--- config.mk ---
export PLATFORM = sky130hd
export DESIGN_NAME = fnmc_top
export DESIGN_NICKNAME = d
export VERILOG_FILES = /design/src/rtl/fnmc_pkg.sv /design/src/rtl/fnmc_accum.sv /design/src/rtl/fnmc_comp.sv /design/src/rtl/fnmc_top.sv
export SDC_FILE = /design/constraint.sdc
export NUM_CORES = 1
export LEC_CHECK = 0
export ABC_CLOCK_PERIOD_IN_PS = 2900
export BUFFER_PORTS_ARGS = -buffer_cell sky130_fd_sc_hd__buf_2
export CORE_UTILIZATION = 50
export DETAILED_ROUTE_END_ITERATION = 10
export GPL_TIMING_DRIVEN = 0
export PLACE_DENSITY_LB_ADDON = 0.3
export SLEW_MARGIN = 30
export SYNTH_ARGS = -nofsm -noshare
export SYNTH_HDL_FRONTEND = slang
export SYNTH_HIERARCHICAL = 1
export SYNTH_SLANG_ARGS = --single-unit
--- constraint.sdc ---
create_clock -name clk -period 2.9 [get_ports clk]
set_input_delay 0.58 -clock clk [delete_from_list [all_inputs] [get_ports clk]]
set_output_delay 0.58 -clock clk [all_outputs]
set_load 0.005 [all_outputs]
--- src/rtl/fnmc_pkg.sv ---
// Purpose: Shared constants and types for the fractional-N modulus control block.
// Assumes: All logic runs on the reference input clock.
// Notes: Timing counts are in reference clock cycles.
package fnmc_pkg;

	localparam int ACC_W = 3;
	localparam logic [3:0] MOD_FIVE = 4'h5;
	localparam logic [3:0] MOD_EIGHT = 4'h8;
	localparam logic FRAC_MODULUS_SELECT_SEL_EIGHT = 1'b1;
	localparam logic [ACC_W-1:0] ACC_RESET = 3'h0;

	// Compensation pulse width, in reference input periods.
	localparam int COMP_PULSE_CYC = 2;

	localparam int CNT_W = 12;
	localparam int AMP_W = 7;
	localparam int IAMP_W = 11;

	// Prescaler modulus count, as carried in the configuration.
	localparam logic [1:0] MODULI_TWO = 2'h0;
	localparam logic [1:0] MODULI_THREE = 2'h1;
	localparam logic [1:0] MODULI_FOUR = 2'h2;

	typedef enum logic [1:0] {
		FNMC_R1 = 2'b00,
		FNMC_R2 = 2'b01,
		FNMC_R3 = 2'b10,
		FNMC_R4 = 2'b11
	} fnmc_ratio_t;

	typedef struct packed {
		logic hi;
		logic lo;
	} fnmc_modctl_t;

	localparam fnmc_modctl_t MODCTL_R1 = 2'h1;
	localparam fnmc_modctl_t MODCTL_R2 = 2'h0;
	localparam fnmc_modctl_t MODCTL_R3 = 2'h2;
	localparam fnmc_modctl_t MODCTL_R4 = 2'h3;
	localparam fnmc_modctl_t MODCTL_RESET = 2'h1;

	typedef struct packed {
		logic [2:0]       frac_increment;
		logic             frac_modulus_select;
		logic [CNT_W-1:0] n1;
		logic [7:0]       n2;
		logic [3:0]       n23;
		logic [3:0]       n234;
		logic [1:0]       moduli;
		logic [1:0]       l_factor;
		logic [3:0]       k_factor;
		logic             main_disable;
	} fnmc_cfg_t;

endpackage

--- src/rtl/fnmc_accum.sv ---
// Purpose: Fractional accumulator with selectable modulus.
// Assumes: Step is a one-cycle pulse, one per comparison cycle.
// Notes: Two subtractions keep the remainder right even after a switch from modulus 8 to 5.
`timescale 1ns/10ps
module fnmc_accum (
	input  wire logic                     clk,
	input  wire logic                     rst_n,
	input  wire logic                     clear,
	input  wire logic                     step,
	input  wire logic [2:0]               frac_increment,
	input  wire logic                     frac_modulus_select,
	output logic [fnmc_pkg::ACC_W-1:0]    acc,
	output logic [fnmc_pkg::ACC_W-1:0]    acc_next,
	output logic                          wrap
);

	logic [3:0] modv;
	logic [3:0] sum;
	logic [3:0] rem1;
	logic [3:0] rem2;

	always_comb begin
		modv = (frac_modulus_select == fnmc_pkg::FRAC_MODULUS_SELECT_SEL_EIGHT) ? fnmc_pkg::MOD_EIGHT : fnmc_pkg::MOD_FIVE;
		sum = {1'b0, acc} + {1'b0, frac_increment};
		rem1 = (sum >= modv) ? sum - modv : sum;
		rem2 = (rem1 >= modv) ? rem1 - modv : rem1;
		acc_next = rem2[fnmc_pkg::ACC_W-1:0];
	end

	always_ff @(posedge clk or negedge rst_n) begin
		if (!rst_n) begin
			acc <= fnmc_pkg::ACC_RESET;
		end else if (clear) begin
			acc <= fnmc_pkg::ACC_RESET;
		end else if (step) begin
			acc <= acc_next;
		end
	end

	always_ff @(posedge clk or negedge rst_n) begin
		if (!rst_n) begin
			wrap <= 1'b0;
		end else begin
			wrap <= step && !clear && (sum >= modv);
		end
	end

endmodule

--- src/rtl/fnmc_comp.sv ---
// Purpose: Jitter compensation pulse timing and amplitude.
// Assumes: Lead pulses are at least three cycles apart.
// Notes: Amplitudes are captured at the start so they stay steady for the whole pulse.
`timescale 1ns/10ps
module fnmc_comp (
	input  wire logic                       clk,
	input  wire logic                       rst_n,
	input  wire logic                       lead,
	input  wire logic [fnmc_pkg::ACC_W-1:0] acc,
	input  wire logic                       speed_up,
	input  wire logic [1:0]                 l_factor,
	input  wire logic [3:0]                 k_factor,
	output logic                            comp_pullup,
	output logic [fnmc_pkg::AMP_W-1:0]      comp_amp,
	output logic                            integral_comp_pulse,
	output logic [fnmc_pkg::IAMP_W-1:0]     integral_comp_amp
);

	logic [1:0]                    left;
	logic [2:0]                    shamt;
	logic [fnmc_pkg::AMP_W-1:0]    step_amp;
	logic [fnmc_pkg::IAMP_W-1:0]   int_amp;

	always_comb begin
		shamt = {1'b0, l_factor} + 3'h1;
		step_amp = {4'h0, acc};
		if (speed_up) begin
			step_amp = {4'h0, acc} << shamt;
		end
		int_amp = {4'h0, step_amp} * {7'h0, k_factor};
	end

	always_ff @(posedge clk or negedge rst_n) begin
		if (!rst_n) begin
			comp_pullup <= 1'b0;
			left <= 2'h0;
		end else if (lead) begin
			comp_pullup <= 1'b1;
			left <= 2'(fnmc_pkg::COMP_PULSE_CYC - 1);
		end else if (comp_pullup) begin
			if (left == 2'h0) begin
				comp_pullup <= 1'b0;
			end else begin
				left <= left - 2'h1;
			end
		end
	end

	always_ff @(posedge clk or negedge rst_n) begin
		if (!rst_n) begin
			comp_amp <= 7'h00;
			integral_comp_pulse <= 1'b0;
			integral_comp_amp <= 11'h000;
		end else if (lead) begin
			comp_amp <= step_amp;
			integral_comp_pulse <= speed_up;
			integral_comp_amp <= speed_up ? int_amp : 11'h000;
		end else if (comp_pullup && left == 2'h0) begin
			comp_amp <= 7'h00;
			integral_comp_pulse <= 1'b0;
			integral_comp_amp <= 11'h000;
		end
	end

endmodule

--- src/rtl/fnmc_top.sv ---
// Purpose: Fractional-N modulus control for the main synthesiser loop.
// Assumes: Clock is the reference input; ref_div_lead comes from same-clock logic.
// Notes: Strobe and prescaler output are pins and are synchronised here.
`timescale 1ns/10ps
module fnmc_top (
	input  wire logic                          clk,
	input  wire logic                          nrst,
	input  wire logic                          strobe_pin,
	input  wire logic                          prescaler_pin,
	input  wire logic                          ref_div_lead,
	input  wire logic                          speed_word_sel,
	input  wire fnmc_pkg::fnmc_cfg_t           cfg,
	output fnmc_pkg::fnmc_modctl_t             modctl,
	output logic                               comp_pullup,
	output logic [fnmc_pkg::AMP_W-1:0]         comp_amp,
	output logic                               integral_comp_pulse,
	output logic [fnmc_pkg::IAMP_W-1:0]        integral_comp_amp,
	output logic                               integral_pump_pulse,
	output logic [fnmc_pkg::ACC_W-1:0]         acc_value
);

	logic [1:0]                  rst_sync;
	logic                        rst_n;
	logic                        strobe_s1;
	logic                        strobe_s2;
	logic                        presc_s1;
	logic                        presc_s2;
	logic                        presc_s3;
	logic                        tick;
	logic                        speed_up;
	logic [fnmc_pkg::ACC_W-1:0]  acc_next;
	logic                        acc_wrap;
	logic [3:0]                  mod_value;
	logic                        pending;
	logic                        swap;
	logic                        reload;
	fnmc_pkg::fnmc_ratio_t       phase;
	fnmc_pkg::fnmc_ratio_t       next_phase;
	logic [fnmc_pkg::CNT_W-1:0]  cnt;
	logic [fnmc_pkg::CNT_W-1:0]  next_cnt;
	logic [fnmc_pkg::CNT_W-1:0]  up;
	logic                        next_swap;

	function automatic fnmc_pkg::fnmc_modctl_t fnmc_encode(input fnmc_pkg::fnmc_ratio_t r, input logic sw);
		fnmc_pkg::fnmc_modctl_t m;
		case (r)
			fnmc_pkg::FNMC_R1: m = sw ? fnmc_pkg::MODCTL_R2 : fnmc_pkg::MODCTL_R1;
			fnmc_pkg::FNMC_R2: m = fnmc_pkg::MODCTL_R2;
			fnmc_pkg::FNMC_R3: m = fnmc_pkg::MODCTL_R3;
			fnmc_pkg::FNMC_R4: m = fnmc_pkg::MODCTL_R4;
			default: m = fnmc_pkg::MODCTL_R1;
		endcase
		return m;
	endfunction

	// Reset is released through two flops so every flop leaves reset on the same edge.
	always_ff @(posedge clk or negedge nrst) begin
		if (!nrst) begin
			rst_sync <= 2'h0;
		end else begin
			rst_sync <= {rst_sync[0], 1'b1};
		end
	end
	assign rst_n = rst_sync[1];

	always_ff @(posedge clk or negedge rst_n) begin
		if (!rst_n) begin
			strobe_s1 <= 1'b0;
			strobe_s2 <= 1'b0;
		end else begin
			strobe_s1 <= strobe_pin;
			strobe_s2 <= strobe_s1;
		end
	end

	// The third flop only serves the edge detector, never the first stage.
	always_ff @(posedge clk or negedge rst_n) begin
		if (!rst_n) begin
			presc_s1 <= 1'b0;
			presc_s2 <= 1'b0;
			presc_s3 <= 1'b0;
		end else begin
			presc_s1 <= prescaler_pin;
			presc_s2 <= presc_s1;
			presc_s3 <= presc_s2;
		end
	end
	assign tick = presc_s2 && !presc_s3;

	// Speed-up lags the strobe pin by the synchroniser and its own register, three reference cycles.
	always_ff @(posedge clk or negedge rst_n) begin
		if (!rst_n) begin
			speed_up <= 1'b0;
			integral_pump_pulse <= 1'b0;
		end else begin
			speed_up <= strobe_s2 && speed_word_sel && !cfg.main_disable;
			integral_pump_pulse <= strobe_s2 && speed_word_sel && !cfg.main_disable;
		end
	end

	assign mod_value = (cfg.frac_modulus_select == fnmc_pkg::FRAC_MODULUS_SELECT_SEL_EIGHT) ? fnmc_pkg::MOD_EIGHT : fnmc_pkg::MOD_FIVE;

	fnmc_accum u_accum (
		.clk                 (clk),
		.rst_n               (rst_n),
		.clear               (cfg.main_disable),
		.step                (ref_div_lead),
		.frac_increment      (cfg.frac_increment),
		.frac_modulus_select (cfg.frac_modulus_select),
		.acc                 (acc_value),
		.acc_next            (acc_next),
		.wrap                (acc_wrap)
	);

	fnmc_comp u_comp (
		.clk                 (clk),
		.rst_n               (rst_n),
		.lead                (ref_div_lead && !cfg.main_disable),
		.acc                 (acc_next),
		.speed_up            (speed_up),
		.l_factor            (cfg.l_factor),
		.k_factor            (cfg.k_factor),
		.comp_pullup         (comp_pullup),
		.comp_amp            (comp_amp),
		.integral_comp_pulse (integral_comp_pulse),
		.integral_comp_amp   (integral_comp_amp)
	);

	// Modulus sequencer, advanced once per prescaler output cycle.
	always_comb begin
		next_phase = phase;
		next_cnt = cnt;
		next_swap = swap;
		reload = 1'b0;
		up = cnt + 12'h001;
		if (tick) begin
			case (phase)
				fnmc_pkg::FNMC_R1: begin
					next_swap = 1'b0;
					if (cnt <= 12'h001) begin
						next_phase = fnmc_pkg::FNMC_R2;
						next_cnt = 12'h000;
					end else begin
						next_cnt = cnt - 12'h001;
					end
				end
				fnmc_pkg::FNMC_R2: begin
					next_cnt = up;
					if (cfg.moduli == fnmc_pkg::MODULI_TWO) begin
						reload = (up[7:0] == cfg.n2);
					end else if (up[3:0] == cfg.n2[3:0]) begin
						next_phase = fnmc_pkg::FNMC_R3;
					end
				end
				fnmc_pkg::FNMC_R3: begin
					next_cnt = up;
					if (up[3:0] == cfg.n23) begin
						reload = (cfg.moduli != fnmc_pkg::MODULI_FOUR);
						next_phase = fnmc_pkg::FNMC_R4;
					end
				end
				fnmc_pkg::FNMC_R4: begin
					next_cnt = up;
					reload = (up[3:0] == cfg.n234);
				end
				default: begin
					reload = 1'b1;
				end
			endcase
		end
		if (reload) begin
			next_phase = fnmc_pkg::FNMC_R1;
			next_cnt = cfg.n1;
			next_swap = pending;
		end
	end

	always_ff @(posedge clk or negedge rst_n) begin
		if (!rst_n) begin
			phase <= fnmc_pkg::FNMC_R1;
			cnt <= 12'h000;
			swap <= 1'b0;
		end else if (cfg.main_disable) begin
			phase <= fnmc_pkg::FNMC_R1;
			cnt <= cfg.n1;
			swap <= 1'b0;
		end else begin
			phase <= next_phase;
			cnt <= next_cnt;
			swap <= next_swap;
		end
	end

	// A wrap that lands on the reload edge survives: the set wins over the take.
	always_ff @(posedge clk or negedge rst_n) begin
		if (!rst_n) begin
			pending <= 1'b0;
		end else if (cfg.main_disable) begin
			pending <= 1'b0;
		end else begin
			pending <= acc_wrap || (pending && !reload);
		end
	end

	always_ff @(posedge clk or negedge rst_n) begin
		if (!rst_n) begin
			modctl <= fnmc_pkg::MODCTL_RESET;
		end else if (cfg.main_disable) begin
			modctl <= fnmc_pkg::MODCTL_RESET;
		end else begin
			modctl <= fnmc_encode(next_phase, next_swap);
		end
	end
endmodule

==> reports/results.ini <==
[cells_and_area]
finalNetCount = 740
layout_common_cells = buf_2 (78), dfrtp_1 (49), nand2_1 (33)
fin_cells = 759
fill_cells = 622
syn_to_final_growth_pct = 35.5
regArea_sq_um = 1310
final_common_cell = buf_2
n_antenna_cell = 0
multi_input_area_sq_um = 3750
layout-drive-gt1-share_pct = 38.4

[grt]
grt_pass1_vias = 4644
grtUsageTotal_pct = 28.5
grt_max_degree = 44
grt-ovfl-total = 0
antenna_found_initial = 0
grt_pass1_wl_mm = 22.3

[synthesis]
postSynthCellCount = 532
synth_top_area_cell = dfrtp_1
syn_avg_cell_area_sq_um = 8.77
netlist_area_sq_um = 4660
syn_nets = 622
ys_types = 80
ys_seq_area_share_pct = 27.9
synth-edff-count = 0
synth_top_area_share_pct = 27.4
ys_async_sr_fraction_pct = 100
ys_ff_latch = 52
yosysWarnings = 6
synthFlopType = dfrtp_1
ys_top_cells_by_area = dfrtp_1 (27%), ha_1 (8.6%), fa_1 (4.7%)

[sta]
final-hold-violation-count = 0
setup_viol = 21
worstMarginPinSlew_ns = 0.816
slew_headroom_pct = 45.4
setup_slack_ns = -3.69
rsz0062_at_grt = yes
fin_crit_sh_pct = 227
period_needed_ns = 6.59
final-max-slew-violation-count = 0
finalSetupTns_ns = -45.82
finalClockSkew_ns = 0.00782
fmax_mhz = 152

[power]
powerDensity_nw_per_um2 = 1360
p_leak_nw = 2.88
ir_drop_v = 0.000950
finalPower_mw = 8.58

[clocking]
clock_latency_ns = 0.31
clock_path_buffers = 2
clk_pin_slew_ns = 0.10
clock-root-buffer = clkbuf_8
clock_sinks = 52
cts_tree = yes
numCtsBuffers = 5
htree_levels = 2

[critical_path]
cp_max_fo = 6
critPathSlowestCell = dfrtp_2
critPathMaxStageDelay_ns = 0.45
start_kind = flop
critPathArrivalTime_ns = 6.79
cp-end-kind = flop
critical_path_class = flop to flop
worst_ep_required_time_ns = 3.10

[detailed_routing]
post_drt_wl_per_cell_um = 19.6
wl_mm = 14.8
vias_per_cell = 6.35
dr.pass1.iters = 5
drt_iter0_drc = 314
drtAntennaViolNets = 0
drt_drc_violations_left = 0
vias = 4817

[die]
core_sq_um = 8890
start_util_pct = 52.5
ios = 73
die_h_um = 98.6
num_rows = 34
dieArea_sq_um = 9720
die_w_um = 98.6

[place]
gp_congestion = 0.915
numPlacedInstances = 713
portBuffers = 72
dp_slack_ns = -3.80
hpwl_mm = 9.12

[hold_path]
worstHoldPathType = input pin to asynchronous set/reset pin

[flow_run]
drv_cap = 0

[status]
violations = negative setup slack
outcome = complete, but fails checks

-- cell type report --
| type | count | area share [%] |
|---|---|---|
| plain buffers | 27 | 2.30 |
| clock buffers | 5 | 1.09 |
| clock inverters | 3 | 0.732 |
| inverters | 38 | 2.26 |
| multi-input cells | 413 | 59.4 |
| flip-flops and latches | 52 | 20.7 |
| well taps | 108 | 2.14 |
| repair buffers | 113 | 11.4 |
-- layer usage --
layer | track usage [%] | vias up | wire length, um
met5 | 0 | - | 0
met4 | 10.3 | 0 | 478
met3 | 4.96 | 55 | 1060
met2 | 49.5 | 262 | 7430
met1 | 35.7 | 2309 | 5870
li1 | - | 2191 | -
-- sequential cells by signal (all words and copies together), names as in the netlist, 2 cells and up --
| signal | count |
|---|---|
| phase | 2 |
| u_comp/left | 2 |
| u_comp/comp_amp | 7 |
| u_comp/integral_comp_amp | 11 |
| modctl | 2 |
| u_accum/acc | 3 |
| rst_sync | 2 |
| cnt | 12 |
-- Yosys cell counts, types with 4 or more instances --
cell type and count:
o211ai_1 8, o21ai_0 30, and2_1 11, mux2i_1 4, and3_1 8, nor3_1 14, a32o_1 5, dfrtp_1 51
a22o_1 8, ha_1 32, xor2_1 9, a211oi_1 7, nor2_1 38, nand2_1 37, buf_6 4, xnor2_1 10
or3_1 5, o31ai_1 4, nand3b_1 6, a311oi_1 4, inv_1 38, nor3b_1 7, a21o_1 9, nor4_1 8
buf_2 5, o22ai_1 5, clkbuf_1 20, a31oi_1 8, fa_1 11, nand2b_1 9, nand3_1 10, a221o_1 4
a21oi_1 24, nand4_1 7, nor2b_1 6
-- critical path, delay by kind of cell, from the launching register on --
| kind | cells | cell delay, ns |
|---|---|---|
| muxes | 1 | 0.14 |
| buffers and inverters | 6 | 0.71 |
| DFF | 1 | 0.45 |
| adders and majority gates | 7 | 2.08 |
| and+or+nand+nor | 6 | 1.19 |
| AOI/OAI and AO/OA | 8 | 1.67 |
| xor gates and xnor gates | 1 | 0.23 |
-- worst paths after layout --
kind	start	to	slack [ns]	cells after the start
max	u_accum/acc[1]$_DFFE_PN0P_	u_comp/integral_comp_amp[8]$_DFFE_PN0P_	-3.69	29
min	nrst	rst_sync[1]$_DFF_PN0_	0.03	1
max reg2reg	u_accum/acc[1]$_DFFE_PN0P_	u_comp/integral_comp_amp[8]$_DFFE_PN0P_	-3.69	29
min reg2reg	rst_sync[1]$_DFF_PN0_	cnt[11]$_DFFE_PN0P_	0.14	0
max in group asynchronous	rst_sync[1]$_DFF_PN0_	modctl[0]$_DFF_PN1_	2.24	1
min in group clk	presc_s1$_DFF_PN0_	presc_s2$_DFF_PN0_	0.36	0
-- timing repair --
item,CTS,global route
setup buffers,26,14
hold buffers,0,0
pin swaps,27,35
resized for setup,50,46
endpoints found under the setup margin,39,37
-- cells by family after synthesis --
group | Yosys count | share of synthesized area, %
buf+inv | 67 | 6.17
simple gates | 190 | 22.6
xor+xnor | 23 | 5.55
fa+ha+maj | 43 | 13.3
mux | 6 | 1.34
other cells | 1 | 0.0804
compound gates | 150 | 23.0
flops | 52 | 27.9
-- report_power, final --
part	total [mW]	switching [mW]	internal [mW]
registers	0.948	0.0963	0.852
clock network	0.524	0.264	0.261
logic	7.11	3.53	3.58
total	8.58	3.89	4.69
-- through the flow --
stage               cell area [sq um]  util, %  hold WS [ns]
finish                           6320     71.1        0.0297
global route                     6320     71.1        0.0143
CTS                              6000     67.5        0.0222
detailed placement               5440     61.2         0.139
global placement                 5420     61.0         0.336
floorplan                        4920        -         0.284
Power figures use the tool's default switching activity.
